`src/dbg_pkg.sv`:
```
/*
  shared constants and carrier types of the two-wire debug serial port.
  assumes nothing beyond a SystemVerilog compiler; every user writes dbg_pkg::name.
*/
package dbg_pkg;

  // ****************************************************************
  // widths and counts
  // ****************************************************************
  localparam int ADDR_W = 7;
  localparam int BYTE_W = 8;
  localparam int BUF_DEPTH = 2;
  localparam logic [2:0] BIT_LAST = 3'h7;
  localparam logic [2:0] BIT_FIRST = 3'h0;

  // ****************************************************************
  // debug register space limits
  // ****************************************************************
  localparam logic [ADDR_W-1:0] WR_LAST = 7'h30;
  localparam logic [ADDR_W-1:0] RD_LAST = 7'h20;
  localparam logic [ADDR_W-1:0] ADDR_STEP = 7'h01;

  // ****************************************************************
  // reset values
  // ****************************************************************
  localparam logic PIN_IDLE = 1'b1;
  localparam logic DIR_WRITE = 1'b0;

  // ****************************************************************
  // types
  // ****************************************************************
  typedef enum logic [1:0] {
    ST_IDLE,
    ST_ADDR,
    ST_SEP,
    ST_DATA
  } state_t;

  typedef struct packed {
    logic [ADDR_W-1:0] addr;
    logic [BYTE_W-1:0] data;
  } wr_word_t;

endpackage

```
`src/dbg_word_buffer.sv`:
```
/*
  small first-in first-out buffer with valid and ready on both sides.
  assumes one clock and an already synchronised active-low reset.
*/
module dbg_word_buffer #(
  parameter int WIDTH = 15,
  parameter int DEPTH = 2
) (
  input wire logic clock_i,
  input wire logic rst_n_i,
  input wire logic [WIDTH-1:0] in_data_i,
  input wire logic in_valid_i,
  output logic in_ready_o,
  output logic [WIDTH-1:0] out_data_o,
  output logic out_valid_o,
  input wire logic out_ready_i
);

  localparam int PW = (DEPTH > 1) ? $clog2(DEPTH) : 1;
  localparam int CW = $clog2(DEPTH + 1);
  localparam logic [PW-1:0] PTR_LAST = PW'(DEPTH - 1);
  localparam logic [CW-1:0] CNT_FULL = CW'(DEPTH);

  logic [WIDTH-1:0] mem_reg [DEPTH];
  logic [PW-1:0] wr_ptr_reg;
  logic [PW-1:0] rd_ptr_reg;
  logic [CW-1:0] count_reg;
  logic push;
  logic pop;

  assign in_ready_o = (count_reg != CNT_FULL);
  assign out_valid_o = (count_reg != '0);
  assign push = in_valid_i && in_ready_o;
  assign pop = out_valid_o && out_ready_i;
  assign out_data_o = mem_reg[rd_ptr_reg];

  // ****************************************************************
  // storage, one entry per loop pass
  // ****************************************************************
  for (genvar i = 0; i < DEPTH; i++) begin : g_entry
    always_ff @(posedge clock_i or negedge rst_n_i) begin
      if (!rst_n_i) begin
        mem_reg[i] <= '0;
      end else if (push && (wr_ptr_reg == PW'(i))) begin
        mem_reg[i] <= in_data_i;
      end
    end
  end

  // ****************************************************************
  // pointers and fill level
  // ****************************************************************
  always_ff @(posedge clock_i or negedge rst_n_i) begin
    if (!rst_n_i) begin
      wr_ptr_reg <= '0;
      rd_ptr_reg <= '0;
      count_reg <= '0;
    end else begin
      if (push) begin
        wr_ptr_reg <= (wr_ptr_reg == PTR_LAST) ? '0 : wr_ptr_reg + PW'(1);
      end
      if (pop) begin
        rd_ptr_reg <= (rd_ptr_reg == PTR_LAST) ? '0 : rd_ptr_reg + PW'(1);
      end
      if (push && !pop) begin
        count_reg <= count_reg + CW'(1);
      end else if (pop && !push) begin
        count_reg <= count_reg - CW'(1);
      end
    end
  end

endmodule

```
`src/debug_serial_port.sv`:
```
/*
  two-wire debug serial slave: start detection, address and direction byte,
  block reads and writes into a private debug register space.
  assumes the register space answers rd_data_i combinationally from rd_addr_o
  on clock_i, and that the pin clock runs at most at half of clock_i.
*/
// Functional notes
// (RULE1) data line changes only while clock is low, except at a start
// (RULE2) start is data falling while clock high; every command begins so
// (RULE3) watch lines for start always; ignore activity until one is seen
// (RULE4) data rising while clock high has no effect at all
// (RULE5) bytes travel most significant bit first
// (RULE6) a byte takes nine clocks: eight data, one separator
// (RULE7) incoming write bits sampled on rising clock edge
// (RULE8) outgoing read bits driven on falling clock edge
// (RULE9) master ends by stopping in ninth cycle with clock high
// (RULE10) master holds data high before separator rising edge
// (RULE11) address advances by one during each separator bit; code skips the separator after the address byte
// (RULE12) start in separator ends sequence and begins fresh address
// (RULE13) seven address bits, then direction bit, 0 write 1 read
// (RULE14) one address names separate read-only and write-only registers
// (RULE15) single write captures data on eight rising edges after separator
// (RULE16) block write address stops advancing at last write address
// (RULE17) read loads register at first cycle after separator, msb first
// (RULE18) block read address stops advancing at last read address
// (RULE19) master clock at most half the system clock
// (RULE20) debug accesses leave processor execution state undisturbed
// (RULE21) break halts only the processor; other logic keeps running
// (RULE22) debug accesses have the same side effects as processor accesses
// (RULE23) both lines synchronised to system clock and edges found there
// (RULE24) unspecified clock edges leave shifter, counter and address unchanged
module debug_serial_port #(
  parameter int FIFO_DEPTH = dbg_pkg::BUF_DEPTH
) (
  input wire logic clock_i,
  input wire logic nrst_i,
  input wire logic debug_clock_pin_i,
  input wire logic debug_data_pin_i,
  output logic debug_data_pin_o,
  output logic debug_data_pin_oe_n_o,
  output logic [dbg_pkg::ADDR_W-1:0] rd_addr_o,
  output logic rd_write_space_o,
  output logic rd_strobe_o,
  input wire logic [dbg_pkg::BYTE_W-1:0] rd_data_i,
  output dbg_pkg::wr_word_t wr_word_o,
  output logic wr_valid_o,
  input wire logic wr_ready_i,
  output logic overrun_o,
  output logic busy_o
);

  localparam int WW = $bits(dbg_pkg::wr_word_t);

  // ****************************************************************
  // reset release
  // ****************************************************************
  logic [1:0] rst_sync_reg;
  logic rst_n;

  always_ff @(posedge clock_i or negedge nrst_i) begin
    if (!nrst_i) begin
      rst_sync_reg <= '0;
    end else begin
      rst_sync_reg <= {rst_sync_reg[0], 1'b1};
    end
  end
  assign rst_n = rst_sync_reg[1];

  // ****************************************************************
  // pin synchronisers and edge detection
  // ****************************************************************
  logic scl_meta_reg, scl_sync_reg, scl_prev_reg;
  logic sda_meta_reg, sda_sync_reg, sda_prev_reg;
  logic scl_rise, scl_fall, start_det;

  always_ff @(posedge clock_i or negedge rst_n) begin
    if (!rst_n) begin
      scl_meta_reg <= dbg_pkg::PIN_IDLE;
      scl_sync_reg <= dbg_pkg::PIN_IDLE;
      scl_prev_reg <= dbg_pkg::PIN_IDLE;
      sda_meta_reg <= dbg_pkg::PIN_IDLE;
      sda_sync_reg <= dbg_pkg::PIN_IDLE;
      sda_prev_reg <= dbg_pkg::PIN_IDLE;
    end else begin
      scl_meta_reg <= debug_clock_pin_i; // RULE23
      scl_sync_reg <= scl_meta_reg;
      scl_prev_reg <= scl_sync_reg;
      sda_meta_reg <= debug_data_pin_i;
      sda_sync_reg <= sda_meta_reg;
      sda_prev_reg <= sda_sync_reg;
    end
  end

  assign scl_rise = scl_sync_reg && !scl_prev_reg; // RULE23
  assign scl_fall = !scl_sync_reg && scl_prev_reg;
  // only a falling data line under a steady high clock counts; a rising one is dropped
  assign start_det = scl_sync_reg && scl_prev_reg && sda_prev_reg && !sda_sync_reg; // RULE2 RULE4

  // ****************************************************************
  // byte sequencer
  // ****************************************************************
  dbg_pkg::state_t state_reg;
  logic [2:0] bit_cnt_reg;
  logic in_data_reg;
  logic rw_reg;
  logic byte_done;
  logic sep_done;

  assign byte_done = scl_rise && (bit_cnt_reg == dbg_pkg::BIT_LAST);
  assign sep_done = scl_rise && (state_reg == dbg_pkg::ST_SEP);

  always_ff @(posedge clock_i or negedge rst_n) begin
    if (!rst_n) begin
      state_reg <= dbg_pkg::ST_IDLE;
      bit_cnt_reg <= dbg_pkg::BIT_FIRST;
      in_data_reg <= 1'b0;
    end else if (start_det) begin
      state_reg <= dbg_pkg::ST_ADDR; // RULE3 RULE12
      bit_cnt_reg <= dbg_pkg::BIT_FIRST;
      in_data_reg <= 1'b0;
    end else begin
      unique case (state_reg)
        dbg_pkg::ST_IDLE: state_reg <= dbg_pkg::ST_IDLE; // RULE3
        dbg_pkg::ST_ADDR, dbg_pkg::ST_DATA: begin
          if (scl_rise) begin
            bit_cnt_reg <= bit_cnt_reg + 3'h1; // RULE6
            if (byte_done) begin
              state_reg <= dbg_pkg::ST_SEP;
            end
          end
        end
        dbg_pkg::ST_SEP: begin
          // separator rise: the ninth clock, data line value is the master's business
          if (scl_rise) begin
            state_reg <= dbg_pkg::ST_DATA; // RULE6 RULE10
            bit_cnt_reg <= dbg_pkg::BIT_FIRST;
            in_data_reg <= 1'b1;
          end
        end
      endcase
    end
  end

  // ****************************************************************
  // receive shifter
  // ****************************************************************
  logic [dbg_pkg::BYTE_W-1:0] rx_reg;
  logic rx_shift;

  assign rx_shift = scl_rise && ((state_reg == dbg_pkg::ST_ADDR)
                    || ((state_reg == dbg_pkg::ST_DATA) && (rw_reg == dbg_pkg::DIR_WRITE)));

  always_ff @(posedge clock_i or negedge rst_n) begin
    if (!rst_n) begin
      rx_reg <= '0;
    end else if (rx_shift && !start_det) begin
      rx_reg <= {rx_reg[dbg_pkg::BYTE_W-2:0], sda_sync_reg}; // RULE5 RULE7 RULE24
    end
  end

  // ****************************************************************
  // register address and direction
  // ****************************************************************
  logic [dbg_pkg::ADDR_W-1:0] addr_reg;
  logic [dbg_pkg::ADDR_W-1:0] addr_limit;

  assign addr_limit = (rw_reg == dbg_pkg::DIR_WRITE) ? dbg_pkg::WR_LAST : dbg_pkg::RD_LAST;

  always_ff @(posedge clock_i or negedge rst_n) begin
    if (!rst_n) begin
      addr_reg <= '0;
      rw_reg <= dbg_pkg::DIR_WRITE;
    end else if (!start_det) begin
      if ((state_reg == dbg_pkg::ST_ADDR) && byte_done) begin
        addr_reg <= rx_reg[dbg_pkg::ADDR_W-1:0]; // RULE13
        rw_reg <= sda_sync_reg; // RULE13
      end else if (sep_done && in_data_reg && (addr_reg < addr_limit)) begin
        addr_reg <= addr_reg + dbg_pkg::ADDR_STEP; // RULE11 RULE16 RULE18
      end
    end
  end

  // the direction picks which of the two registers at one address is reached
  assign rd_addr_o = addr_reg; // RULE14 RULE20
  assign rd_write_space_o = (rw_reg == dbg_pkg::DIR_WRITE); // RULE14
  assign busy_o = (state_reg != dbg_pkg::ST_IDLE); // RULE21

  // ****************************************************************
  // write path: holding word, then two-entry buffer
  // ****************************************************************
  dbg_pkg::wr_word_t wr_hold_reg;
  logic wr_pend_reg;
  logic wr_take, wr_set;
  logic buf_ready;
  logic overrun_reg;
  logic [WW-1:0] buf_out;

  assign wr_set = (state_reg == dbg_pkg::ST_DATA) && (rw_reg == dbg_pkg::DIR_WRITE)
                  && byte_done && !start_det;
  assign wr_take = wr_pend_reg && buf_ready;

  always_ff @(posedge clock_i or negedge rst_n) begin
    if (!rst_n) begin
      wr_hold_reg <= '0;
      wr_pend_reg <= 1'b0;
    end else if (wr_set) begin
      // a new byte wins over the hand-off in the same cycle
      wr_hold_reg.addr <= addr_reg; // RULE15 RULE22
      wr_hold_reg.data <= {rx_reg[dbg_pkg::BYTE_W-2:0], sda_sync_reg}; // RULE15
      wr_pend_reg <= 1'b1;
    end else if (wr_take) begin
      wr_pend_reg <= 1'b0;
    end
  end

  always_ff @(posedge clock_i or negedge rst_n) begin
    if (!rst_n) begin
      overrun_reg <= 1'b0;
    end else if (wr_set && wr_pend_reg && !buf_ready) begin
      overrun_reg <= 1'b1;
    end
  end
  assign overrun_o = overrun_reg;

  dbg_word_buffer #(
    .WIDTH(WW),
    .DEPTH(FIFO_DEPTH)
  ) u_wr_buf (
    .clock_i(clock_i),
    .rst_n_i(rst_n),
    .in_data_i(wr_hold_reg),
    .in_valid_i(wr_pend_reg),
    .in_ready_o(buf_ready),
    .out_data_o(buf_out),
    .out_valid_o(wr_valid_o),
    .out_ready_i(wr_ready_i)
  );
  assign wr_word_o = dbg_pkg::wr_word_t'(buf_out);

  // ****************************************************************
  // transmit shifter and pin drive
  // ****************************************************************
  logic [dbg_pkg::BYTE_W-1:0] tx_reg;
  logic load_pend_reg;
  logic tx_load, tx_shift;
  logic sda_out_reg;
  logic oe_n_reg;
  logic rd_strobe_reg;

  assign tx_load = scl_fall && load_pend_reg && (state_reg == dbg_pkg::ST_DATA);
  assign tx_shift = scl_fall && !load_pend_reg && (state_reg == dbg_pkg::ST_DATA)
                    && (rw_reg != dbg_pkg::DIR_WRITE);

  always_ff @(posedge clock_i or negedge rst_n) begin
    if (!rst_n) begin
      load_pend_reg <= 1'b0;
    end else if (start_det) begin
      load_pend_reg <= 1'b0;
    end else if (sep_done && (rw_reg != dbg_pkg::DIR_WRITE)) begin
      load_pend_reg <= 1'b1; // RULE17
    end else if (tx_load) begin
      load_pend_reg <= 1'b0;
    end
  end

  always_ff @(posedge clock_i or negedge rst_n) begin
    if (!rst_n) begin
      tx_reg <= '0;
      sda_out_reg <= dbg_pkg::PIN_IDLE;
      oe_n_reg <= 1'b1;
    end else if (start_det) begin
      oe_n_reg <= 1'b1;
    end else if (tx_load) begin
      tx_reg <= {rd_data_i[dbg_pkg::BYTE_W-2:0], 1'b0}; // RULE17
      sda_out_reg <= rd_data_i[dbg_pkg::BYTE_W-1]; // RULE1 RULE5 RULE8 RULE17
      oe_n_reg <= 1'b0;
    end else if (tx_shift) begin
      tx_reg <= {tx_reg[dbg_pkg::BYTE_W-2:0], 1'b0}; // RULE8 RULE24
      sda_out_reg <= tx_reg[dbg_pkg::BYTE_W-1];
    end else if (scl_fall && (state_reg == dbg_pkg::ST_SEP)) begin
      oe_n_reg <= 1'b1; // RULE10
    end
  end

  // read strobe lets the register space apply the same side effects as the processor
  always_ff @(posedge clock_i or negedge rst_n) begin
    if (!rst_n) begin
      rd_strobe_reg <= 1'b0;
    end else begin
      rd_strobe_reg <= tx_load; // RULE22
    end
  end

  assign rd_strobe_o = rd_strobe_reg;
  assign debug_data_pin_o = sda_out_reg;
  assign debug_data_pin_oe_n_o = oe_n_reg;
endmodule

```
`config.mk`:
```
export PLATFORM = sky130hd
export DESIGN_NAME = debug_serial_port
export DESIGN_NICKNAME = d
export VERILOG_FILES = /design/src/dbg_pkg.sv /design/src/dbg_word_buffer.sv /design/src/debug_serial_port.sv
export SDC_FILE = /design/constraint.sdc
export NUM_CORES = 1
export LEC_CHECK = 0
export BUFFER_PORTS_ARGS = -buffer_cell sky130_fd_sc_hd__buf_2
export CAP_MARGIN = 20
export CORE_ASPECT_RATIO = 1.4
export CORE_MARGIN = 8
export CORE_UTILIZATION = 58
export CTS_CLUSTER_DIAMETER = 200
export DETAILED_ROUTE_END_ITERATION = 8
export PLACE_DENSITY = 0.8
export SYNTH_ARGS = -nofsm -noshare
export SYNTH_HDL_FRONTEND = slang
export SYNTH_SLANG_ARGS = --single-unit
```
`constraint.sdc`:
```
create_clock -name clock_i -period 3.5 [get_ports clock_i]
set_input_delay 0.175 -clock clock_i [delete_from_list [all_inputs] [get_ports clock_i]]
set_output_delay 0.175 -clock clock_i [all_outputs]
set_load 0.03 [all_outputs]
```
* Word level (Yosys, flattened, before mapping) *
Index checks and enable logic that the tools add are counted.

word-level totals
  bits in registers = 92
  input bits = 13

operators by class
  add/subtract/negate cells = 6
  magnitude comparators = 2
  equal/unequal tests = 9
  mux-type cells = 35
  bitwise logic cells = 4
  reductions and logical operators = 59

operators with widths
  operator                                                       number
  15-bit 2-to-1 mux                                              3
  1-bit logical AND                                              30
  1-bit 2-to-1 mux                                               16
  8-bit 2-to-1 mux                                               2
  2-bit nonzero test                                             8
  7-bit 2-to-1 mux                                               2
  2-bit 2-to-1 mux                                               6
  3-bit != test, second input constant                           4
  2-bit AND reduction                                            5
  3-bit 2-to-1 mux                                               3
  3-bit nonzero test                                             3
  1-bit logical NOT                                              8
  7-bit by 1-bit adder with 7-bit output, second input constant  1
  7-bit by 6-bit less-than comparator with 1-bit output          1
  2-bit one-hot mux with 3 select lines                          1
  3-bit one-hot mux with 2 select lines                          1
  3-bit AND reduction                                            2
  5-bit 2-to-1 mux                                               1
  2-bit equality test, second input constant                     2
  3-bit by 1-bit adder with 3-bit output, second input constant  1
  3-bit equality test, second input constant                     1
  1-bit NOT                                                      3
  1-bit adder, second input constant                             2
  2-bit by 1-bit adder with 2-bit output, second input constant  1
  other kinds (8)                                                8

* Longest topological paths before layout *
  depth after elaboration = 8
  gate-level depth with buffers = 7
  gate-level depth less buffers = 7

* Modules after synthesis *
From an unflattened synthesis, not the netlist that was laid out.

unflattened totals
  cell total of the unflattened synthesis = 272
  area, all modules = 3970.1 µm²

modules (own cells, without submodules)
  module             times used  cells an instance  area an instance (µm²)
  debug_serial_port  1           174                2354.8
  dbg_word_buffer    1           98                 1615.3

* Worst setup path before layout *
No wires, ideal clock.

  path kind = flip-flop to flip-flop
  start = register bit_cnt_reg[0]
  end = register wr_hold_reg[10] in the netlist's numbering
  library setup time = 0.125 ns
  data arrival time = 1.631 ns
  required time = 3.375 ns
  path slack = 1.745 ns
  cell stages (with the launch flop) = 7
  path buffers = 1
  period minus slack after synthesis = 1.755 ns
  path through = dfrtp_1 > ha_1 > ha_1 > nand4b_4 > nor3_4 > buf_8 > mux2_2

on the way
  longest elaborated chain between the ends = 4

ends and longest elaborated chain
  item                             RTL line                  source
  from (decl)                      debug_serial_port.sv:103  logic [2:0] bit_cnt_reg;
  from (signal assigned)           debug_serial_port.sv:115  bit_cnt_reg <= dbg_pkg::BIT_FIRST;
  from (signal assigned)           debug_serial_port.sv:119  bit_cnt_reg <= dbg_pkg::BIT_FIRST;
  from (signal assigned)           debug_serial_port.sv:126  bit_cnt_reg <= bit_cnt_reg + 3'h1;
  3-bit equality test              debug_serial_port.sv:109  assign byte_done = scl_rise && (bit_cnt_reg == dbg_pkg::BIT_LAST);
  1-bit logical AND                debug_serial_port.sv:109
  1-bit logical AND (2 in series)  debug_serial_port.sv:199  && byte_done && !start_det;
  to (decl)                        debug_serial_port.sv:191  dbg_pkg::wr_word_t wr_hold_reg;

No other way between the ends.
A chain may end at the register's enable or synchronous reset.

* Worst setup path after layout *
  start = register bit_cnt_reg[0]
  end = register wr_hold_reg[8] in the netlist's numbering

Same word-level chain as after synthesis.

==> results_dict.tcl <==
set metrics [dict create \
    fin_crit_sh 0.598 \
    cts_buffers 9 \
    drv_slew 0 \
    cp_cell_sequence "ha_1 > ha_1 > nand4b_4 > nor3_4 > mux2_2" \
    ir_worst_vdd_v 0.000312 \
    die_w_um 85.0 \
    grt_pass1_wl_um 11500 \
    dp.cells 386 \
    dpl.hpwl_um 4550 \
    hold_viol_final 0 \
    critPathMostFrequentCell "ha_1" \
    synth-seq-cells 91 \
    synth_edf_count 0 \
    status "finished, final reports clean" \
    firstDrtPassIters 4 \
    relSlewSlack 0.467 \
    die_y_um 113 \
    rsz0062_at_grt "false" \
    holdWs_ns 0.104 \
    track_usage 0.152 \
    clk_latency_ns 0.36 \
    synth_top_flop_cell "dfrtp_1" \
    end_kind "register" \
    area.growth.synth_to_final_pct 13.7 \
    fin_ws_ns 1.41 \
    skew_ns 0.0148 \
    synth.distinct_cells 49 \
    cp-start-kind "register" \
    clock-root-buffer "clkbuf_8" \
    gp_congestion 0.842 \
    wire_per_inst_um 16.5 \
    syn_area_sq_mm 0.00387 \
    max-clock-path-buffers 2 \
    synth_top_cells_by_count "83 x dfrtp_1, 68 x mux2_2, 20 x nor2_1" \
    finalSetupViolCount 0 \
    finalSetupTns_ns 0 \
    multi_input_comb_area_sq_mm 0.00150 \
    worst_path_max_delay_cell "nor3_4" \
    fin_area_sq_mm 0.00440 \
    ys_async_sr_fraction 1.00 \
    antenna_found_initial 0 \
    syn_inst 280 \
    synth.most_common_cell "dfrtp_1" \
    slowest_delay_ns 0.61 \
    arrival_ns 2.33 \
    ys_seq_area_frac 0.591 \
    initial_core_util 0.593 \
    grt_overflow 0 \
    coreArea_sq_mm 0.00653 \
    critPathRequiredTime_ns 3.73 \
    n_antenna_cell 0 \
    max_freq_mhz 478 \
    regArea_sq_mm 0.00229 \
    grt_pass1_vias 2413 \
    critPathMaxFanout 16 \
    fin_nets 344 \
    wirelength_um 6690 \
    crit_buf_inv 0 \
    drtAntennaViolNets 0 \
    drt_drc_violations_left 0 \
    vias 2258 \
    yosysTopAreaCell "dfrtp_1" \
    hp-class "in -> reg" \
    path_class "reg -> reg" \
    synth.top_cell.area_share 0.537 \
    drive_gt1_frac 0.449 \
    maxCapViolations 0 \
    cp_top_family "simple AND/OR/NAND/NOR gates" \
    worstMarginPinSlew_ns 0.797 \
    io_buffers 41 \
    layout_min_cycle_time_ns 2.09 \
    cts_tree "built" \
    largest_register_ffs 30 \
    synthesis.nets 297 \
    grt_max_degree 90 \
    ios 42 \
    clock_sinks 91 \
    synthTopCellsByArea "dfrtp_1 54%, mux2_2 20%, dfstp_2 5.4%" \
    dpl_cell_area_sq_mm 0.00411 \
    post_cts_buffers 0 \
    h-tree-depth 3 \
    leakage_nw 2.16 \
    cts.clk_slew.worst_paths_ns 0.09 \
    std_cell_rows 35 \
    yosys_warnings 0 \
    pre_cts_slack_ns 1.40 \
    p_per_area_mw_per_mm2 569 \
    dieArea_sq_mm 0.00958 \
    power_mw 2.50 \
    fillCellCount 479 \
    drt-vias-per-instance 5.56 \
    drt_iter0_markers 117 \
    post-route-util 0.674 \
    final_cell_count_no_fill 406 \
    synth_area_per_cell_sq_um 13.8 \
]
## final timing paths
path / from / cells past startpoint / slack (ns) / to
min in group asynchronous: nrst_i / 2 / 0.13 / rst_sync_reg[1]
max in group asynchronous: rst_sync_reg[1] / 1 / 2.64 / sda_meta_reg
min reg2reg: rst_sync_reg[1] / 0 / 0.20 / wr_hold_reg[4]
max: bit_cnt_reg[0] / 5 / 1.41 / wr_hold_reg[8]
min: rd_data_i[7] / 3 / 0.10 / debug_data_pin_o
max reg2reg: bit_cnt_reg[0] / 5 / 1.41 / wr_hold_reg[8]
## per-layer routing
| metal | vias up | global-route usage | share of wire |
|---|---|---|---|
| met5 | - | 0 | 0 |
| met4 | 0 | 0.0931 | 0.026 |
| met3 | 14 | 0.0402 | 0.043 |
| met2 | 34 | 0.249 | 0.50 |
| met1 | 1119 | 0.173 | 0.43 |
| li1 | 1091 | - | - |
## cells in the final DEF (no fill, tap or decap), drive strengths merged, types with 3 or more instances in the layout
master	n
a21oi	9
dfrtp	83
ha	4
nor2	22
inv	6
mux2i	8
xnor2	3
dlygate4sd3	3
buf	42
clkbuf	12
nor2b	3
dfstp	8
nand3	4
o21ai	4
nor3	6
nand2	10
mux2	68
## cell families (layout without fill, tap and decap cells)
kind of cell,Yosys count,in the layout,synth area share
multiplexers,76,76,0.219
AO/OA/AOI/OAI,28,28,0.0495
buffers and inverters,15,67,0.0207
other,1,1,0.000969
flip-flops,91,91,0.591
XOR/XNOR,5,5,0.0113
AND/OR/NAND/NOR,60,60,0.0951
adder cells (fa/ha/maj),4,4,0.0129
## report_power, final
part	leakage, nW	internal, mW	switching, mW
clock network	0.113	0.440	0.351
logic	0.884	0.177	0.202
registers	1.17	1.16	0.170
total	2.16	1.78	0.723
## worst register-to-register path: stages, from the launching register on
cell	delay (ns)
dfrtp_1	0.37
ha_1	0.16
ha_1	0.24
nand4b_4	0.16
nor3_4	0.61
mux2_2	0.43
## what timing repair did
item	CTS	global route
hold endpoints to repair	4	0
resized for setup	0	0
hold buffers	3	0
## area by class of cell
class / instances / area share
Sequential cell: 91 / 0.521
Multi-Input combinational cell: 174 / 0.342
Timing Repair Buffer: 45 / 0.0597
Clock buffer: 12 / 0.0353
Tap cell: 74 / 0.0210
Clock inverter: 4 / 0.0165
Inverter: 6 / 0.00512
No activity file was read; power rests on OpenSTA's default activity.
